File: src/uart_pair_pkg.sv
`default_nettype none
package uart_pair_pkg;
    // byte offsets in a port window
    localparam logic [5:0] OFF_DATA = 6'h00;
    localparam logic [5:0] OFF_IER = 6'h04;
    localparam logic [5:0] OFF_IIR = 6'h08;
    localparam logic [5:0] OFF_LCR = 6'h0c;
    localparam logic [5:0] OFF_MCR = 6'h10;
    localparam logic [5:0] OFF_LSR = 6'h14;
    localparam logic [5:0] OFF_MSR = 6'h18;
    localparam logic [5:0] OFF_DLL = 6'h1c;
    localparam logic [5:0] OFF_DLM = 6'h20;
    localparam logic [7:0] PORT_STRIDE = 8'h40;
    // global registers
    localparam logic [7:0] OFF_CMD = 8'h80;
    localparam logic [7:0] OFF_IOBASE = 8'h84;
    localparam logic [7:0] OFF_IRQ_STAT = 8'h88;
    localparam logic [7:0] OFF_IRQ_MASK = 8'h8c;
    // field positions
    localparam int LCR_STOP = 2;
    localparam int LCR_PAREN = 3;
    localparam int LCR_BREAK = 6;
    localparam int MCR_DTR = 0;
    localparam int MCR_RTS = 1;
    localparam int MCR_GATE = 3;
    localparam int IER_RX = 0;
    localparam int IER_THRE = 1;
    localparam int IER_LINE = 2;
    localparam int IER_MODEM = 3;
    localparam int CMD_IO_EN = 0;
    localparam int IST_OSC = 2;
    // reset values
    localparam logic [3:0] IER_RST = 4'h0;
    localparam logic [7:0] LCR_RST = 8'h00;
    localparam logic [4:0] MCR_RST = 5'h00;
    localparam logic [15:0] DL_RST = 16'h0000;
    localparam logic [2:0] IMASK_RST = 3'h0;
    // identification and parity codes
    localparam logic [3:0] IIR_NONE = 4'h1;
    localparam logic [3:0] IIR_LINE = 4'h6;
    localparam logic [3:0] IIR_RX = 4'h4;
    localparam logic [3:0] IIR_THRE = 4'h2;
    localparam logic [3:0] IIR_MODEM = 4'h0;
    localparam logic [1:0] PAR_ODD = 2'h0;
    localparam logic [1:0] PAR_EVEN = 2'h1;
    localparam logic [1:0] PAR_MARK = 2'h2;
    // timing
    localparam logic [3:0] OVS_LAST = 4'hf;
    localparam logic [3:0] SAMPLE_POINT = 4'h7;
    localparam int SCL_DIV = 128;
    localparam logic [6:0] SCL_HALF = 7'(SCL_DIV / 2);

    typedef struct packed {
        logic [3:0] interrupt_enable_reg;
        logic [7:0] lcr;
        logic [4:0] modem_control_reg;
        logic [15:0] dl;
        logic [7:0] thr;
        logic thr_full;
        logic thre_pend;
        logic tx_busy;
        logic [3:0] tx_sub;
        logic [3:0] tx_cnt;
        logic [11:0] tx_sh;
        logic rx_busy;
        logic [3:0] rx_sub;
        logic [3:0] rx_cnt;
        logic [11:0] rx_sh;
        logic [7:0] rbr;
        logic dr;
        logic oe;
        logic pe;
        logic fe;
        logic bi;
        logic [3:0] msr_prev;
        logic [3:0] msr_delta;
        logic txd;
        logic rts_n;
        logic dtr_n;
    } port_s;
endpackage : uart_pair_pkg
`default_nettype wire

File: src/dual_uart_irq_and_clock_gate.sv
// Behaviour
// - ports share one interrupt pin.
// - oscillator off while I/O enable 0.
// - oscillator on with base set, enable 1.
// - serial and modem pins idle high.
// - modem pins are general purpose I/O.
// - start low, data, parity, stops high.
// - parity odd, even, mark or space.
// - rates 1200 to 2.7648M baud.
// - transmit rate error below 0.2 percent.
// - receiver takes 2 percent rate error.
// - loader clock is bus clock over 128.
// - port requests only with gate bit 1.
// - bit rate is reference over 16 times divisor.
`timescale 1ns/1ps
`default_nettype none
module dual_uart_irq_and_clock_gate (
    input wire logic core_clk_in,         // 200 MHz clock
    input wire logic sys_rst_in,          // sync reset, high
    input wire logic psel_in,             // apb select
    input wire logic penable_in,          // apb enable
    input wire logic pwrite_in,           // apb direction
    input wire logic [7:0] paddr_in,      // apb byte address
    input wire logic [31:0] pwdata_in,    // apb write data
    output logic [31:0] prdata_out,       // apb read data
    output logic pready_out,              // apb ready
    output logic pslverr_out,             // apb error
    input wire logic [1:0] rxd_in,        // serial data in
    input wire logic [1:0] cts_n_in,      // clear to send, low
    input wire logic [1:0] dsr_n_in,      // data set ready, low
    input wire logic [1:0] ri_n_in,       // ring indicator, low
    input wire logic [1:0] dcd_n_in,      // carrier detect, low
    output logic [1:0] txd_out,           // serial data out
    output logic [1:0] rts_n_out,         // request to send, low
    output logic [1:0] dtr_n_out,         // terminal ready, low
    output logic pci_int_n_out,           // shared interrupt, low
    output logic irq_out,                 // masked status interrupt
    output logic osc_en_out,              // oscillator run
    input wire logic cfg_load_in,         // config load active
    output logic cfg_scl_out              // config serial clock
);
    typedef struct packed {
        logic [31:0] prdata;
        logic pready;
        logic pslverr;
        logic io_en;
        logic [31:0] io_base;
        logic osc_run;
        logic [2:0] ist;
        logic [2:0] imask;
        logic [1:0] irq_prev;
        logic int_n;
        logic irq;
    } top_s;

    top_s t_r;
    top_s t_nxt;

    logic acc;
    logic rd_fire;
    logic wr_fire;
    logic [5:0] off;
    logic [1:0] tick;
    logic [1:0] port_irq;
    logic [7:0] port_rdata [2];

    assign acc = psel_in && penable_in;
    // act only where the master sees ready
    assign rd_fire = acc && t_r.pready && !pwrite_in;
    assign wr_fire = acc && t_r.pready && pwrite_in;
    assign off = paddr_in[5:0];

    function automatic logic par_bit(input logic [7:0] d, input logic [1:0] mode);
        case (mode)
            uart_pair_pkg::PAR_ODD: par_bit = ~^d;
            uart_pair_pkg::PAR_EVEN: par_bit = ^d;
            uart_pair_pkg::PAR_MARK: par_bit = 1'b1;
            default: par_bit = 1'b0;
        endcase
    endfunction : par_bit

    ////////////////////////////////////////////////////////////////////////
    for (genvar i = 0; i < 2; i++) begin : g_port
        uart_pair_pkg::port_s p_r;
        uart_pair_pkg::port_s p_nxt;
        logic [3:0] iir_code;
        logic [3:0] msr_now;
        logic sel;

        assign sel = !paddr_in[7] && (paddr_in[6] == 1'(i));
        assign msr_now = {~dcd_n_in[i], ~ri_n_in[i], ~dsr_n_in[i], ~cts_n_in[i]};

        baud_tick_gen u_baud (
            .core_clk_in(core_clk_in),
            .sys_rst_in(sys_rst_in),
            .run_in(t_r.osc_run),
            .divisor_in(p_r.dl),
            .tick_out(tick[i])
        );

        always_comb begin
            if (p_r.interrupt_enable_reg[uart_pair_pkg::IER_LINE] && (p_r.oe || p_r.pe || p_r.fe || p_r.bi)) begin
                iir_code = uart_pair_pkg::IIR_LINE;
            end else if (p_r.interrupt_enable_reg[uart_pair_pkg::IER_RX] && p_r.dr) begin
                iir_code = uart_pair_pkg::IIR_RX;
            end else if (p_r.interrupt_enable_reg[uart_pair_pkg::IER_THRE] && p_r.thre_pend) begin
                iir_code = uart_pair_pkg::IIR_THRE;
            end else if (p_r.interrupt_enable_reg[uart_pair_pkg::IER_MODEM] && |p_r.msr_delta) begin
                iir_code = uart_pair_pkg::IIR_MODEM;
            end else begin
                iir_code = uart_pair_pkg::IIR_NONE;
            end
        end

        // gate bit lets a cause out
        assign port_irq[i] = !iir_code[0] && p_r.modem_control_reg[uart_pair_pkg::MCR_GATE];

        always_comb begin
            if (off == uart_pair_pkg::OFF_DATA) begin
                port_rdata[i] = p_r.rbr;
            end else if (off == uart_pair_pkg::OFF_IER) begin
                port_rdata[i] = {4'h0, p_r.interrupt_enable_reg};
            end else if (off == uart_pair_pkg::OFF_IIR) begin
                port_rdata[i] = {4'h0, iir_code};
            end else if (off == uart_pair_pkg::OFF_LCR) begin
                port_rdata[i] = p_r.lcr;
            end else if (off == uart_pair_pkg::OFF_MCR) begin
                port_rdata[i] = {3'h0, p_r.modem_control_reg};
            end else if (off == uart_pair_pkg::OFF_LSR) begin
                port_rdata[i] = {1'b0, !p_r.thr_full && !p_r.tx_busy, !p_r.thr_full,
                                 p_r.bi, p_r.fe, p_r.pe, p_r.oe, p_r.dr};
            end else if (off == uart_pair_pkg::OFF_MSR) begin
                port_rdata[i] = {msr_now, p_r.msr_delta};
            end else if (off == uart_pair_pkg::OFF_DLL) begin
                port_rdata[i] = p_r.dl[7:0];
            end else begin
                port_rdata[i] = p_r.dl[15:8];
            end
        end

        always_comb begin
            logic [3:0] nd;
            logic [7:0] mask;
            logic [11:0] frame;
            logic [3:0] flen;
            logic [3:0] rlen;
            logic [11:0] rs;
            logic [7:0] rdat;
            logic rxd;
            nd = 4'h5 + {2'h0, p_r.lcr[1:0]};
            mask = 8'hff >> (4'h8 - nd);
            flen = nd + 4'h2 + {3'h0, p_r.lcr[uart_pair_pkg::LCR_PAREN]} + {3'h0, p_r.lcr[uart_pair_pkg::LCR_STOP]};
            rlen = nd + 4'h2 + {3'h0, p_r.lcr[uart_pair_pkg::LCR_PAREN]};
            frame = 12'hfff;
            frame[0] = 1'b0;
            for (int b = 0; b < 8; b++) begin
                if (b < int'(nd)) begin
                    frame[b + 1] = p_r.thr[b];
                end
            end
            if (p_r.lcr[uart_pair_pkg::LCR_PAREN]) begin
                frame[nd + 4'h1] = par_bit(p_r.thr & mask, p_r.lcr[5:4]);
            end
            rs = p_r.rx_sh;
            rdat = 8'h00;
            rxd = rxd_in[i];
            p_nxt = p_r;

            // read clears first; sets below win
            if (rd_fire && sel) begin
                if (off == uart_pair_pkg::OFF_DATA) begin
                    p_nxt.dr = 1'b0;
                end else if (off == uart_pair_pkg::OFF_IIR && iir_code == uart_pair_pkg::IIR_THRE) begin
                    p_nxt.thre_pend = 1'b0;
                end else if (off == uart_pair_pkg::OFF_LSR) begin
                    p_nxt.oe = 1'b0;
                    p_nxt.pe = 1'b0;
                    p_nxt.fe = 1'b0;
                    p_nxt.bi = 1'b0;
                end else if (off == uart_pair_pkg::OFF_MSR) begin
                    p_nxt.msr_delta = 4'h0;
                end
            end

            // tx: 16 ticks per bit
            if (tick[i]) begin
                if (!p_r.tx_busy && p_r.thr_full) begin
                    p_nxt.tx_busy = 1'b1;
                    p_nxt.tx_sh = frame;
                    p_nxt.tx_sub = 4'h0;
                    p_nxt.tx_cnt = 4'h0;
                    p_nxt.thr_full = 1'b0;
                    p_nxt.thre_pend = 1'b1;
                end else if (p_r.tx_busy) begin
                    p_nxt.tx_sub = p_r.tx_sub + 4'h1;
                    if (p_r.tx_sub == uart_pair_pkg::OVS_LAST) begin
                        p_nxt.tx_cnt = p_r.tx_cnt + 4'h1;
                        p_nxt.tx_sh = {1'b1, p_r.tx_sh[11:1]};
                        if (p_r.tx_cnt == flen - 4'h1) begin
                            p_nxt.tx_busy = 1'b0;
                        end
                    end
                end
            end

            // rx: mid-bit sample eases rate error
            if (tick[i]) begin
                if (!p_r.rx_busy) begin
                    if (!rxd) begin
                        p_nxt.rx_busy = 1'b1;
                        p_nxt.rx_sub = 4'h0;
                        p_nxt.rx_cnt = 4'h0;
                    end
                end else begin
                    p_nxt.rx_sub = p_r.rx_sub + 4'h1;
                    if (p_r.rx_sub == uart_pair_pkg::SAMPLE_POINT) begin
                        rs[p_r.rx_cnt] = rxd;
                        p_nxt.rx_sh = rs;
                        p_nxt.rx_cnt = p_r.rx_cnt + 4'h1;
                        if (p_r.rx_cnt == 4'h0 && rxd) begin
                            p_nxt.rx_busy = 1'b0;
                        end else if (p_r.rx_cnt == rlen - 4'h1) begin
                            p_nxt.rx_busy = 1'b0;
                            rdat = rs[8:1] & mask;
                            p_nxt.rbr = rdat;
                            p_nxt.oe = p_nxt.oe | p_nxt.dr;
                            p_nxt.dr = 1'b1;
                            p_nxt.fe = p_nxt.fe | !rxd;
                            p_nxt.bi = p_nxt.bi | (rs == 12'h000);
                            if (p_r.lcr[uart_pair_pkg::LCR_PAREN]) begin
                                p_nxt.pe = p_nxt.pe | (rs[nd + 4'h1] != par_bit(rdat, p_r.lcr[5:4]));
                            end
                        end
                    end
                end
            end

            // any pin change latches a delta
            p_nxt.msr_prev = msr_now;
            p_nxt.msr_delta = p_nxt.msr_delta | (msr_now ^ p_r.msr_prev);

            if (wr_fire && sel) begin
                if (off == uart_pair_pkg::OFF_DATA) begin
                    p_nxt.thr = pwdata_in[7:0];
                    p_nxt.thr_full = 1'b1;
                    p_nxt.thre_pend = 1'b0;
                end else if (off == uart_pair_pkg::OFF_IER) begin
                    p_nxt.interrupt_enable_reg = pwdata_in[3:0];
                    // enabling the empty source re-arms it
                    if (pwdata_in[uart_pair_pkg::IER_THRE] && !p_r.interrupt_enable_reg[uart_pair_pkg::IER_THRE]
                        && !p_nxt.thr_full) begin
                        p_nxt.thre_pend = 1'b1;
                    end
                end else if (off == uart_pair_pkg::OFF_LCR) begin
                    p_nxt.lcr = pwdata_in[7:0];
                end else if (off == uart_pair_pkg::OFF_MCR) begin
                    p_nxt.modem_control_reg = pwdata_in[4:0];
                end else if (off == uart_pair_pkg::OFF_DLL) begin
                    p_nxt.dl[7:0] = pwdata_in[7:0];
                end else if (off == uart_pair_pkg::OFF_DLM) begin
                    p_nxt.dl[15:8] = pwdata_in[7:0];
                end
            end

            // pins follow control bits
            p_nxt.rts_n = !p_nxt.modem_control_reg[uart_pair_pkg::MCR_RTS];
            p_nxt.dtr_n = !p_nxt.modem_control_reg[uart_pair_pkg::MCR_DTR];
            p_nxt.txd = (p_nxt.tx_busy ? p_nxt.tx_sh[0] : 1'b1) & !p_nxt.lcr[uart_pair_pkg::LCR_BREAK];
        end

        always_ff @(posedge core_clk_in) begin
            if (sys_rst_in) begin
                p_r <= '0;
                p_r.interrupt_enable_reg <= uart_pair_pkg::IER_RST;
                p_r.lcr <= uart_pair_pkg::LCR_RST;
                p_r.modem_control_reg <= uart_pair_pkg::MCR_RST;
                p_r.dl <= uart_pair_pkg::DL_RST;
                p_r.tx_sh <= 12'hfff;
                p_r.msr_prev <= 4'h0;
                p_r.txd <= 1'b1;
                p_r.rts_n <= 1'b1;
                p_r.dtr_n <= 1'b1;
            end else begin
                p_r <= p_nxt;
            end
        end

        assign txd_out[i] = p_r.txd;
        assign rts_n_out[i] = p_r.rts_n;
        assign dtr_n_out[i] = p_r.dtr_n;
    end

    ////////////////////////////////////////////////////////////////////////
    cfg_scl_div u_scl (
        .core_clk_in(core_clk_in),
        .sys_rst_in(sys_rst_in),
        .load_in(cfg_load_in),
        .scl_out(cfg_scl_out)
    );

    ////////////////////////////////////////////////////////////////////////
    always_comb begin
        logic [31:0] rd;
        logic ok;
        rd = 32'h0;
        ok = 1'b0;
        t_nxt = t_r;

        // one wait state
        t_nxt.pready = acc && !t_r.pready;
        if (paddr_in[1:0] != 2'h0) begin
            ok = 1'b0;
        end else if (!paddr_in[7]) begin
            ok = off <= uart_pair_pkg::OFF_DLM;
            rd = {24'h0, port_rdata[paddr_in[6]]};
        end else if (paddr_in == uart_pair_pkg::OFF_CMD) begin
            ok = 1'b1;
            rd = {31'h0, t_r.io_en};
        end else if (paddr_in == uart_pair_pkg::OFF_IOBASE) begin
            ok = 1'b1;
            rd = t_r.io_base;
        end else if (paddr_in == uart_pair_pkg::OFF_IRQ_STAT) begin
            ok = 1'b1;
            rd = {29'h0, t_r.ist};
        end else if (paddr_in == uart_pair_pkg::OFF_IRQ_MASK) begin
            ok = 1'b1;
            rd = {29'h0, t_r.imask};
        end
        t_nxt.prdata = t_nxt.pready && ok ? rd : 32'h0;
        t_nxt.pslverr = t_nxt.pready && !ok;

        if (rd_fire && paddr_in == uart_pair_pkg::OFF_IRQ_STAT) begin
            t_nxt.ist = 3'h0;
        end
        if (wr_fire) begin
            if (paddr_in == uart_pair_pkg::OFF_CMD) begin
                t_nxt.io_en = pwdata_in[uart_pair_pkg::CMD_IO_EN];
            end else if (paddr_in == uart_pair_pkg::OFF_IOBASE) begin
                t_nxt.io_base = pwdata_in;
            end else if (paddr_in == uart_pair_pkg::OFF_IRQ_MASK) begin
                t_nxt.imask = pwdata_in[2:0];
            end
        end

        // needs enable and an assigned base
        t_nxt.osc_run = t_r.io_en && (t_r.io_base != 32'h0);
        // set after read clear: event wins
        t_nxt.ist = t_nxt.ist | {3'(t_nxt.osc_run && !t_r.osc_run) << uart_pair_pkg::IST_OSC}
                    | {1'b0, port_irq & ~t_r.irq_prev};
        t_nxt.irq_prev = port_irq;
        t_nxt.int_n = !(|port_irq);
        t_nxt.irq = |(t_nxt.ist & t_nxt.imask);
    end

    always_ff @(posedge core_clk_in) begin
        if (sys_rst_in) begin
            t_r <= '0;
            t_r.imask <= uart_pair_pkg::IMASK_RST;
            t_r.int_n <= 1'b1;
        end else begin
            t_r <= t_nxt;
        end
    end

    assign prdata_out = t_r.prdata;
    assign pready_out = t_r.pready;
    assign pslverr_out = t_r.pslverr;
    assign pci_int_n_out = t_r.int_n;
    assign irq_out = t_r.irq;
    assign osc_en_out = t_r.osc_run;
endmodule : dual_uart_irq_and_clock_gate
`default_nettype wire

File: src/baud_tick_gen.sv
`timescale 1ns/1ps
`default_nettype none
module baud_tick_gen (
    input wire logic core_clk_in,        // 200 MHz clock
    input wire logic sys_rst_in,         // sync reset, high
    input wire logic run_in,             // oscillator running
    input wire logic [15:0] divisor_in,  // 16-bit divisor
    output logic tick_out                // 16 per bit
);
    typedef struct packed {
        logic [15:0] cnt;
        logic tick;
    } tick_s;

    tick_s st_r;
    tick_s st_nxt;

    always_comb begin
        st_nxt = st_r;
        st_nxt.tick = 1'b0;
        // stopped or divisor 0: idle
        if (!run_in || divisor_in == 16'h0) begin
            st_nxt.cnt = 16'h0;
        end else if (st_r.cnt >= divisor_in - 16'h1) begin
            st_nxt.cnt = 16'h0;
            st_nxt.tick = 1'b1;
        end else begin
            st_nxt.cnt = st_r.cnt + 16'h0001;
        end
    end

    always_ff @(posedge core_clk_in) begin
        if (sys_rst_in) begin
            st_r <= '0;
        end else begin
            st_r <= st_nxt;
        end
    end

    assign tick_out = st_r.tick;
endmodule : baud_tick_gen
`default_nettype wire

File: src/cfg_scl_div.sv
`timescale 1ns/1ps
`default_nettype none
module cfg_scl_div (
    input wire logic core_clk_in,  // bus clock
    input wire logic sys_rst_in,   // sync reset, high
    input wire logic load_in,      // config load in progress
    output logic scl_out           // serial clock, idles high
);
    typedef struct packed {
        logic [6:0] cnt;
        logic scl;
    } scl_s;

    scl_s st_r;
    scl_s st_nxt;

    always_comb begin
        st_nxt = st_r;
        if (!load_in) begin
            st_nxt.cnt = 7'h00;
            st_nxt.scl = 1'b1;
        end else begin
            st_nxt.cnt = st_r.cnt + 7'h01;
            st_nxt.scl = (st_nxt.cnt < uart_pair_pkg::SCL_HALF);
        end
    end

    always_ff @(posedge core_clk_in) begin
        if (sys_rst_in) begin
            st_r <= {7'h00, 1'b1};
        end else begin
            st_r <= st_nxt;
        end
    end

    assign scl_out = st_r.scl;
endmodule : cfg_scl_div
`default_nettype wire

File: config.mk
export PLATFORM = sky130hd
export DESIGN_NAME = dual_uart_irq_and_clock_gate
export DESIGN_NICKNAME = d
export VERILOG_FILES = /design/src/uart_pair_pkg.sv /design/src/dual_uart_irq_and_clock_gate.sv /design/src/baud_tick_gen.sv /design/src/cfg_scl_div.sv
export SDC_FILE = /design/constraint.sdc
export NUM_CORES = 1
export LEC_CHECK = 0
export BUFFER_PORTS_ARGS = -buffer_cell sky130_fd_sc_hd__buf_4
export CORE_ASPECT_RATIO = 2
export CORE_MARGIN = 10
export CORE_UTILIZATION = 60
export CTS_CLUSTER_DIAMETER = 120
export DETAILED_ROUTE_END_ITERATION = 7
export GPL_ROUTABILITY_DRIVEN = 0
export PLACE_DENSITY = 0.79
export SYNTH_ARGS = -nofsm -noshare
export SYNTH_HDL_FRONTEND = slang
export SYNTH_SLANG_ARGS = --single-unit
File: constraint.sdc
create_clock -name core_clk_in -period 10 [get_ports core_clk_in]
set_input_delay 2 -clock core_clk_in [delete_from_list [all_inputs] [get_ports core_clk_in]]
set_output_delay 2 -clock core_clk_in [all_outputs]
set_load 0.02 [all_outputs]
# After elaboration in Yosys (flattened, before gate mapping)
# Cells that the tools add are included.
totals:
  regBits: 338
  inputBits: 56
  out_inout_bits: 44
  wordCells: 537
classes:
  add_sub_neg: 29
  n_lt_le_gt_ge: 29
  eq_ne: 32
  shift: 2
  mux: 189
  bitwise: 44
  reduce_logical: 134
op_table:
  columns: ["operator", "n"]
  rows:
  - ["$mux 8", 27]
  - ["$mux 21", 6]
  - ["$mux 28", 4]
  - ["$mux 38", 2]
  - ["$mux 1", 74]
  - ["$mux 4", 17]
  - ["$mux 16", 4]
  - ["$mux 29", 2]
  - ["$mux 9", 6]
  - ["$mux 13", 4]
  - ["$bwmux 12", 4]
  - ["$mux 23", 2]
  - ["$logic_and 1x1->1", 42]
  - ["$add 4x1->4 const B", 10]
  - ["$mux 5", 8]
  - ["$add 16x1->16 const B", 2]
  - ["$and 8x8->8", 4]
  - ["$eq 8x8->1 const B", 4]
  - ["$ge 16x16->1", 2]
  - ["$logic_not 16->1", 2]
  - ["$lt 3x4->1 const A", 8]
  - ["$mux 32", 1]
  - ["$reduce_bool 32->1", 1]
  - ["$reduce_xnor 8->1", 4]
  - ["other kinds (63)", 219]

# Longest topological paths before layout
depth:
  word_depth: 22
  depth_mapped: 16
  depth_no_buf: 14

# By module
# A second synthesis with hierarchy kept.
unflattened:
  hier_cells: 2198
  area_unflattened_um2: 18007.3
modules_own_cells:
  columns: ["mod", "n_inst", "cells_each", "area_per_inst_um2", "seq_area_each_um2"]
  rows:
  - ["dual_uart_irq_and_clock_gate", 1, 1863, 15148.3, 5925.7]
  - ["baud_tick_gen", 2, 152, 1278.7, 340.3]
  - ["cfg_scl_div", 1, 31, 301.5, 160.2]

# Worst setup path before layout
# No wires, ideal clock.
synth_timing:
  kind: "input to register"
  from: "in paddr_in[5]"
  to: "reg t_r, in the netlist irq_out"
  setup_time_ns: 0.115
  arrival_ns: 3.871
  required_time_ns: 9.885
  path_slack_ns: 6.014
  path_stages: 8
  path_buffers: 1
  cell_sequence: "buf_2 -> nor4_1 -> nand2_1 -> nor3_2 -> mux2_2 -> nand2_1 -> o21ai_0 -> o21a_1"
synth_between:
  elab_chain_cells: 7
  word_cells_on_any_way: 14
  classes_between: "eq/ne (4); mux (5); bitwise (3); reduce/logical (2)"
synth_lines:
  columns: ["item", "line_no", "rtl"]
  rows:
  - ["start, declared", "dual_uart_irq_and_clock_gate.sv:23", "input wire logic [7:0] paddr_in,"]
  - ["$eq 8x8->1, on equally long branches", "dual_uart_irq_and_clock_gate.sv:340, dual_uart_irq_and_clock_gate.sv:332", null]
  - ["$mux 3 or $logic_and 1x1->1 (tied branches)", "dual_uart_irq_and_clock_gate.sv:340, dual_uart_irq_and_clock_gate.sv:332", null]
  - ["$mux 3, on equally long branches", "dual_uart_irq_and_clock_gate.sv:338, dual_uart_irq_and_clock_gate.sv:332", null]
  - ["$mux 3 or $or 3x3->3 (tied branches)", "dual_uart_irq_and_clock_gate.sv:336, dual_uart_irq_and_clock_gate.sv:348", null]
  - ["$mux 3 or $or 3x2->3 (tied branches)", "dual_uart_irq_and_clock_gate.sv:335, dual_uart_irq_and_clock_gate.sv:349", null]
  - ["$and 3x3->3 (*)", "dual_uart_irq_and_clock_gate.sv:352", "t_nxt.irq = |(t_nxt.ist & t_nxt.imask);"]
  - ["$reduce_or 3->1 (*)", "dual_uart_irq_and_clock_gate.sv:352", null]
  - ["end signal, assigned", "dual_uart_irq_and_clock_gate.sv:361", "t_r <= t_nxt;"]
  - ["end, declared", "dual_uart_irq_and_clock_gate.sv:56", "top_s t_r;"]
# Mark *: on every way between the ends. The rest lies on a longest branch, timed or not.
# A chain may end at the register's enable or synchronous reset.

# Worst setup path in the final report
layout_timing:
  from: "in paddr_in[5]"
  to: "reg t_r, in the netlist prdata_out[6]"
layout_between:
  elab_chain_cells: 13
  word_cells_on_any_way: 44
  classes_between: "order compare (1); eq/ne (11); mux (28); bitwise (1); reduce/logical (3)"
layout_lines:
  columns: ["item", "line_no", "rtl"]
  rows:
  - ["$eq 6x5->1", "dual_uart_irq_and_clock_gate.sv:134", "end else if (off == uart_pair_pkg::OFF_DLL) begin"]
  - ["$mux 8", "dual_uart_irq_and_clock_gate.sv:134", null]
  - ["$mux 8", "dual_uart_irq_and_clock_gate.sv:132", "end else if (off == uart_pair_pkg::OFF_MSR) begin"]
  - ["$mux 8", "dual_uart_irq_and_clock_gate.sv:129", "end else if (off == uart_pair_pkg::OFF_LSR) begin"]
  - ["$mux 8", "dual_uart_irq_and_clock_gate.sv:127", "end else if (off == uart_pair_pkg::OFF_MCR) begin"]
  - ["$mux 8", "dual_uart_irq_and_clock_gate.sv:125", "end else if (off == uart_pair_pkg::OFF_LCR) begin"]
  - ["$mux 8", "dual_uart_irq_and_clock_gate.sv:123", "end else if (off == uart_pair_pkg::OFF_IIR) begin"]
  - ["$mux 8", "dual_uart_irq_and_clock_gate.sv:121", "end else if (off == uart_pair_pkg::OFF_IER) begin"]
  - ["$mux 8", "dual_uart_irq_and_clock_gate.sv:119", "if (off == uart_pair_pkg::OFF_DATA) begin"]
  - ["$mux 8 (implied by the code) (3 in series)", "dual_uart_irq_and_clock_gate.sv:315", "rd = {24'h0, port_rdata[paddr_in[6]]};"]
  - ["$mux 8", "dual_uart_irq_and_clock_gate.sv:313", "end else if (!paddr_in[7]) begin"]
# Several ways; a longest one is shown, not always the timed one. The select of a mux whose other input is x is not followed.

==> summary.md <==
| Metric | Value |
|---|---|
| Status | `finished with violations` |
| Failing checks | `design-rule violations` |
| Total grt overflow | `0` |
| Largest net degree at the start of global routing | `between 80 and 90` |
| Die width | `approximately 140 um` |
| Die Area | `0.0384 mm2` |
| Die Ht | `267 um` |
| Ant diodes | `0` |
| Async S/R FF share, synth | `0%` |
| Crit path launch type | `primary input` |
| Synthesized cell area | `0.0183 mm2` |
| Starting DRT DRC Count | `about 1600` |
| Clock tree buffer depth | `3` |
| Register area share after synthesis | `between 30% and 40%` |
| Static leakage | `around 7.7 nW` |
| EDFF count, synth | `0` |
| Final WL | `~55000 um` |
| Clock Sinks | `338` |
| Multi-input logic area | `0.0105 mm2` |
| Vias/cell | `approximately 6.3` |
| Initial core utilization | `between 60% and 70%` |
| Synth cell types | `85` |
| Core area | `around 0.030 mm2` |
| Share of post-route cells with drive strength above 1 | `roughly 8.8%` |
| Rel. slew slack | `14.9%` |
| Final core utilization | `~66%` |
| Filler cells | `between 2000 and 3000` |
| First-pass GRT wire length | `between 80000 and 90000 um` |
| Setup ws final | `5220 ps` |
| Fmax | `between 200 and 250 MHz` |
| Most used flip-flop cell after synthesis | `dfxtp_1` |
| Layout Nets | `2362` |
| DRT Pass-1 Iters | `8` |
| Clk_skew | `approximately 16 ps` |
| Post-Syn Instances | `~2300` |
| Area leader, netlist | `dfxtp_1` |
| Setup WS pre-CTS | `between 4000 and 5000 ps` |
| Worst VDD drop | `~0.13 mV` |
| Final Setup Violations | `0` |
| Wire per inst | `around 21 um` |
| Top-level I/O count | `100` |
| Hold Fails Final Rpt | `0` |
| Syn Area/Cell | `between 8 and 9 um2` |
| PostCTS Resize Cnt | `0` |
| Power Density | `roughly 140 mW/mm2` |
| Worst-path clk slew | `around 70 ps` |
| Initial antenna violation count | `0` |
| Top-count cell post-synth | `dfxtp_1` |
| HP Class | `flop to flop` |
| H-tree depth | `1` |
| TritonCTS Buffers | `29` |
| Number of global-route vias before repair | `between 15000 and 20000` |
| Post-synth top area share | `approximately 37%` |
| Hold_buf cts | `0` |
| ANT nets after route | `0` |
| Max Cap Viol | `0` |
| Top cells by count, synth | `338 x dfxtp_1, 313 x nand2_1, 274 x nor2_1` |
| FF+latch area | `between 0.006 and 0.007 mm2` |
| Final Cycle Share | `between 40 and 50%` |
| Syn nets | `between 2000 and 2500` |
| CTS root buf | `clkbuf_16` |
| Routed vias | `between 15000 and 20000` |
| Skew-Pair Late Insertion Delay | `around 590 ps` |
| Dominant cells by area after synthesis | `dfxtp_1 37%, nand2_1 6.4%, nor2_1 5.6%` |
| # DRC | `18` |
| Setup Buffers After CTS | `0` |
| CTS tree | `done` |
| I/O Buffers | `99` |
| Setup Crit Path Kind | `primary input to flop` |
| Fin crit period | `around 4800 ps` |
| Seq cells post-synth | `roughly 340` |
| Standard-cell row count | `90` |
| CP Capture Type | `flop` |
| CP required | `approximately 10000 ps` |
| RSZ-0062 raised after global routing | `false` |
| Area growth syn-to-layout | `7.99%` |
| Slew Viols, Final | `0` |
| Syn. warnings | `0` |
| Setup TNS | `0 ps` |
| Dpl hpwl | `around 39000 um` |
| Maximum fanout along the worst path | `13` |
| Worst Path Arrival | `about 5300 ps` |
| All-layer global routing usage | `about 28%` |
| Slew @ Worst Pin | `between 1000 and 1500 ps` |
-- metrics by stage --
stage	instances	power, mW	hold WS (ps)	cell area [um2]
2_1_floorplan	2250	1.43	418	18300
3_3_place_gp	2564	1.48	431	18800
3_5_place_dp	2564	1.48	438	18800
4_1_cts	2616	2.68	450	19800
5_1_grt	2616	2.74	488	19800
6_report	2616	2.67	450	19800
-- worst paths after layout --
path	from	end	slack [ps]	cells after the start
setup / recovery	paddr_in[5]	prdata_out[6]$_SDFF_PP0_	5220	7
hold / removal	u_scl.st_r[1]$_SDFF_PP0_	u_scl.st_r[1]$_SDFF_PP0_	450	1
setup reg to reg	g_port[1].p_r[97]$_SDFFE_PP0P_	g_port[1].p_r[13]$_SDFF_PP0_	5680	11
hold reg to reg	u_scl.st_r[1]$_SDFF_PP0_	u_scl.st_r[1]$_SDFF_PP0_	450	1
-- worst max-delay path, stage by stage --
cell      delay [ps]
buf_4            150
or4b_4           650
nor2_1           800
nor2_1           440
a221oi_1         460
o21ai_0          420
a22o_1           330
-- area by class of cell --
cell class | count | area share (%)
Clock buffer | 32 | 3.82
Clock inverter | 20 | 1.31
Inverter | 58 | 1.10
Multi-Input combinational cell | 1692 | 53.2
Sequential cell | 338 | 34.2
Tap cell | 368 | 2.32
Timing Repair Buffer | 108 | 4.11
-- cell families after synthesis --
group                      Yosys count  share of synthesized area, %
and+or+nand+nor                    919                          23.5
AOI/OAI and AO/OA                  449                          15.2
DFF                                338                          36.9
buffers and inverters              220                          5.70
xor gates and xnor gates           131                          6.78
muxes                              114                          6.51
adders and majority gates           79                          5.39
-- report_power, final --
| group | total, mW | internal (mW) | switching, mW |
|---|---|---|---|
| clock network | 1.22 | 0.680 | 0.542 |
| registers | 1.36 | 1.35 | 0.00779 |
| logic | 0.0946 | 0.0284 | 0.0662 |
| total | 2.67 | 2.06 | 0.616 |
-- sequential cells by signal, indices dropped and copies added (netlist names) --
| register | count |
|---|---|
| g_port.u_baud.st_r | 32 |
| txd_out | 2 |
| irq_out | 1 |
| prdata_out | 32 |
| dtr_n_out | 2 |
| osc_en_out | 1 |
| pslverr_out | 1 |
| pci_int_n_out | 1 |
| u_scl.scl_out | 1 |
| rts_n_out | 2 |
| u_scl.st_r | 7 |
| g_port.p_r | 212 |
| pready_out | 1 |
| g_port.u_baud.tick_out | 2 |
| t_r | 41 |
-- metal layers --
| metal | GRT usage [%] | vias to the layer above | share of wire, % |
|---|---|---|---|
| li1 | - | 7741 | - |
| met4 | 21.7 | 0 | 8.7 |
| met1 | 28.1 | 7690 | 34 |
| met3 | 5.91 | 306 | 7.7 |
| met2 | 48.6 | 788 | 49 |
| met5 | 0 | - | 0 |
-- layout by cell type, fill, tap and decap left out, types with 69 or more instances in the layout --
cell and count:
a21oi_1 179, buf_4 107, dfxtp_1 338, ha_1 79, mux2i_1 99, nand2_1 313, nand3_1 69, nor2_1 273
o21ai_0 86, xnor2_1 85
Note: power is estimated with default switching activity, not from simulation.
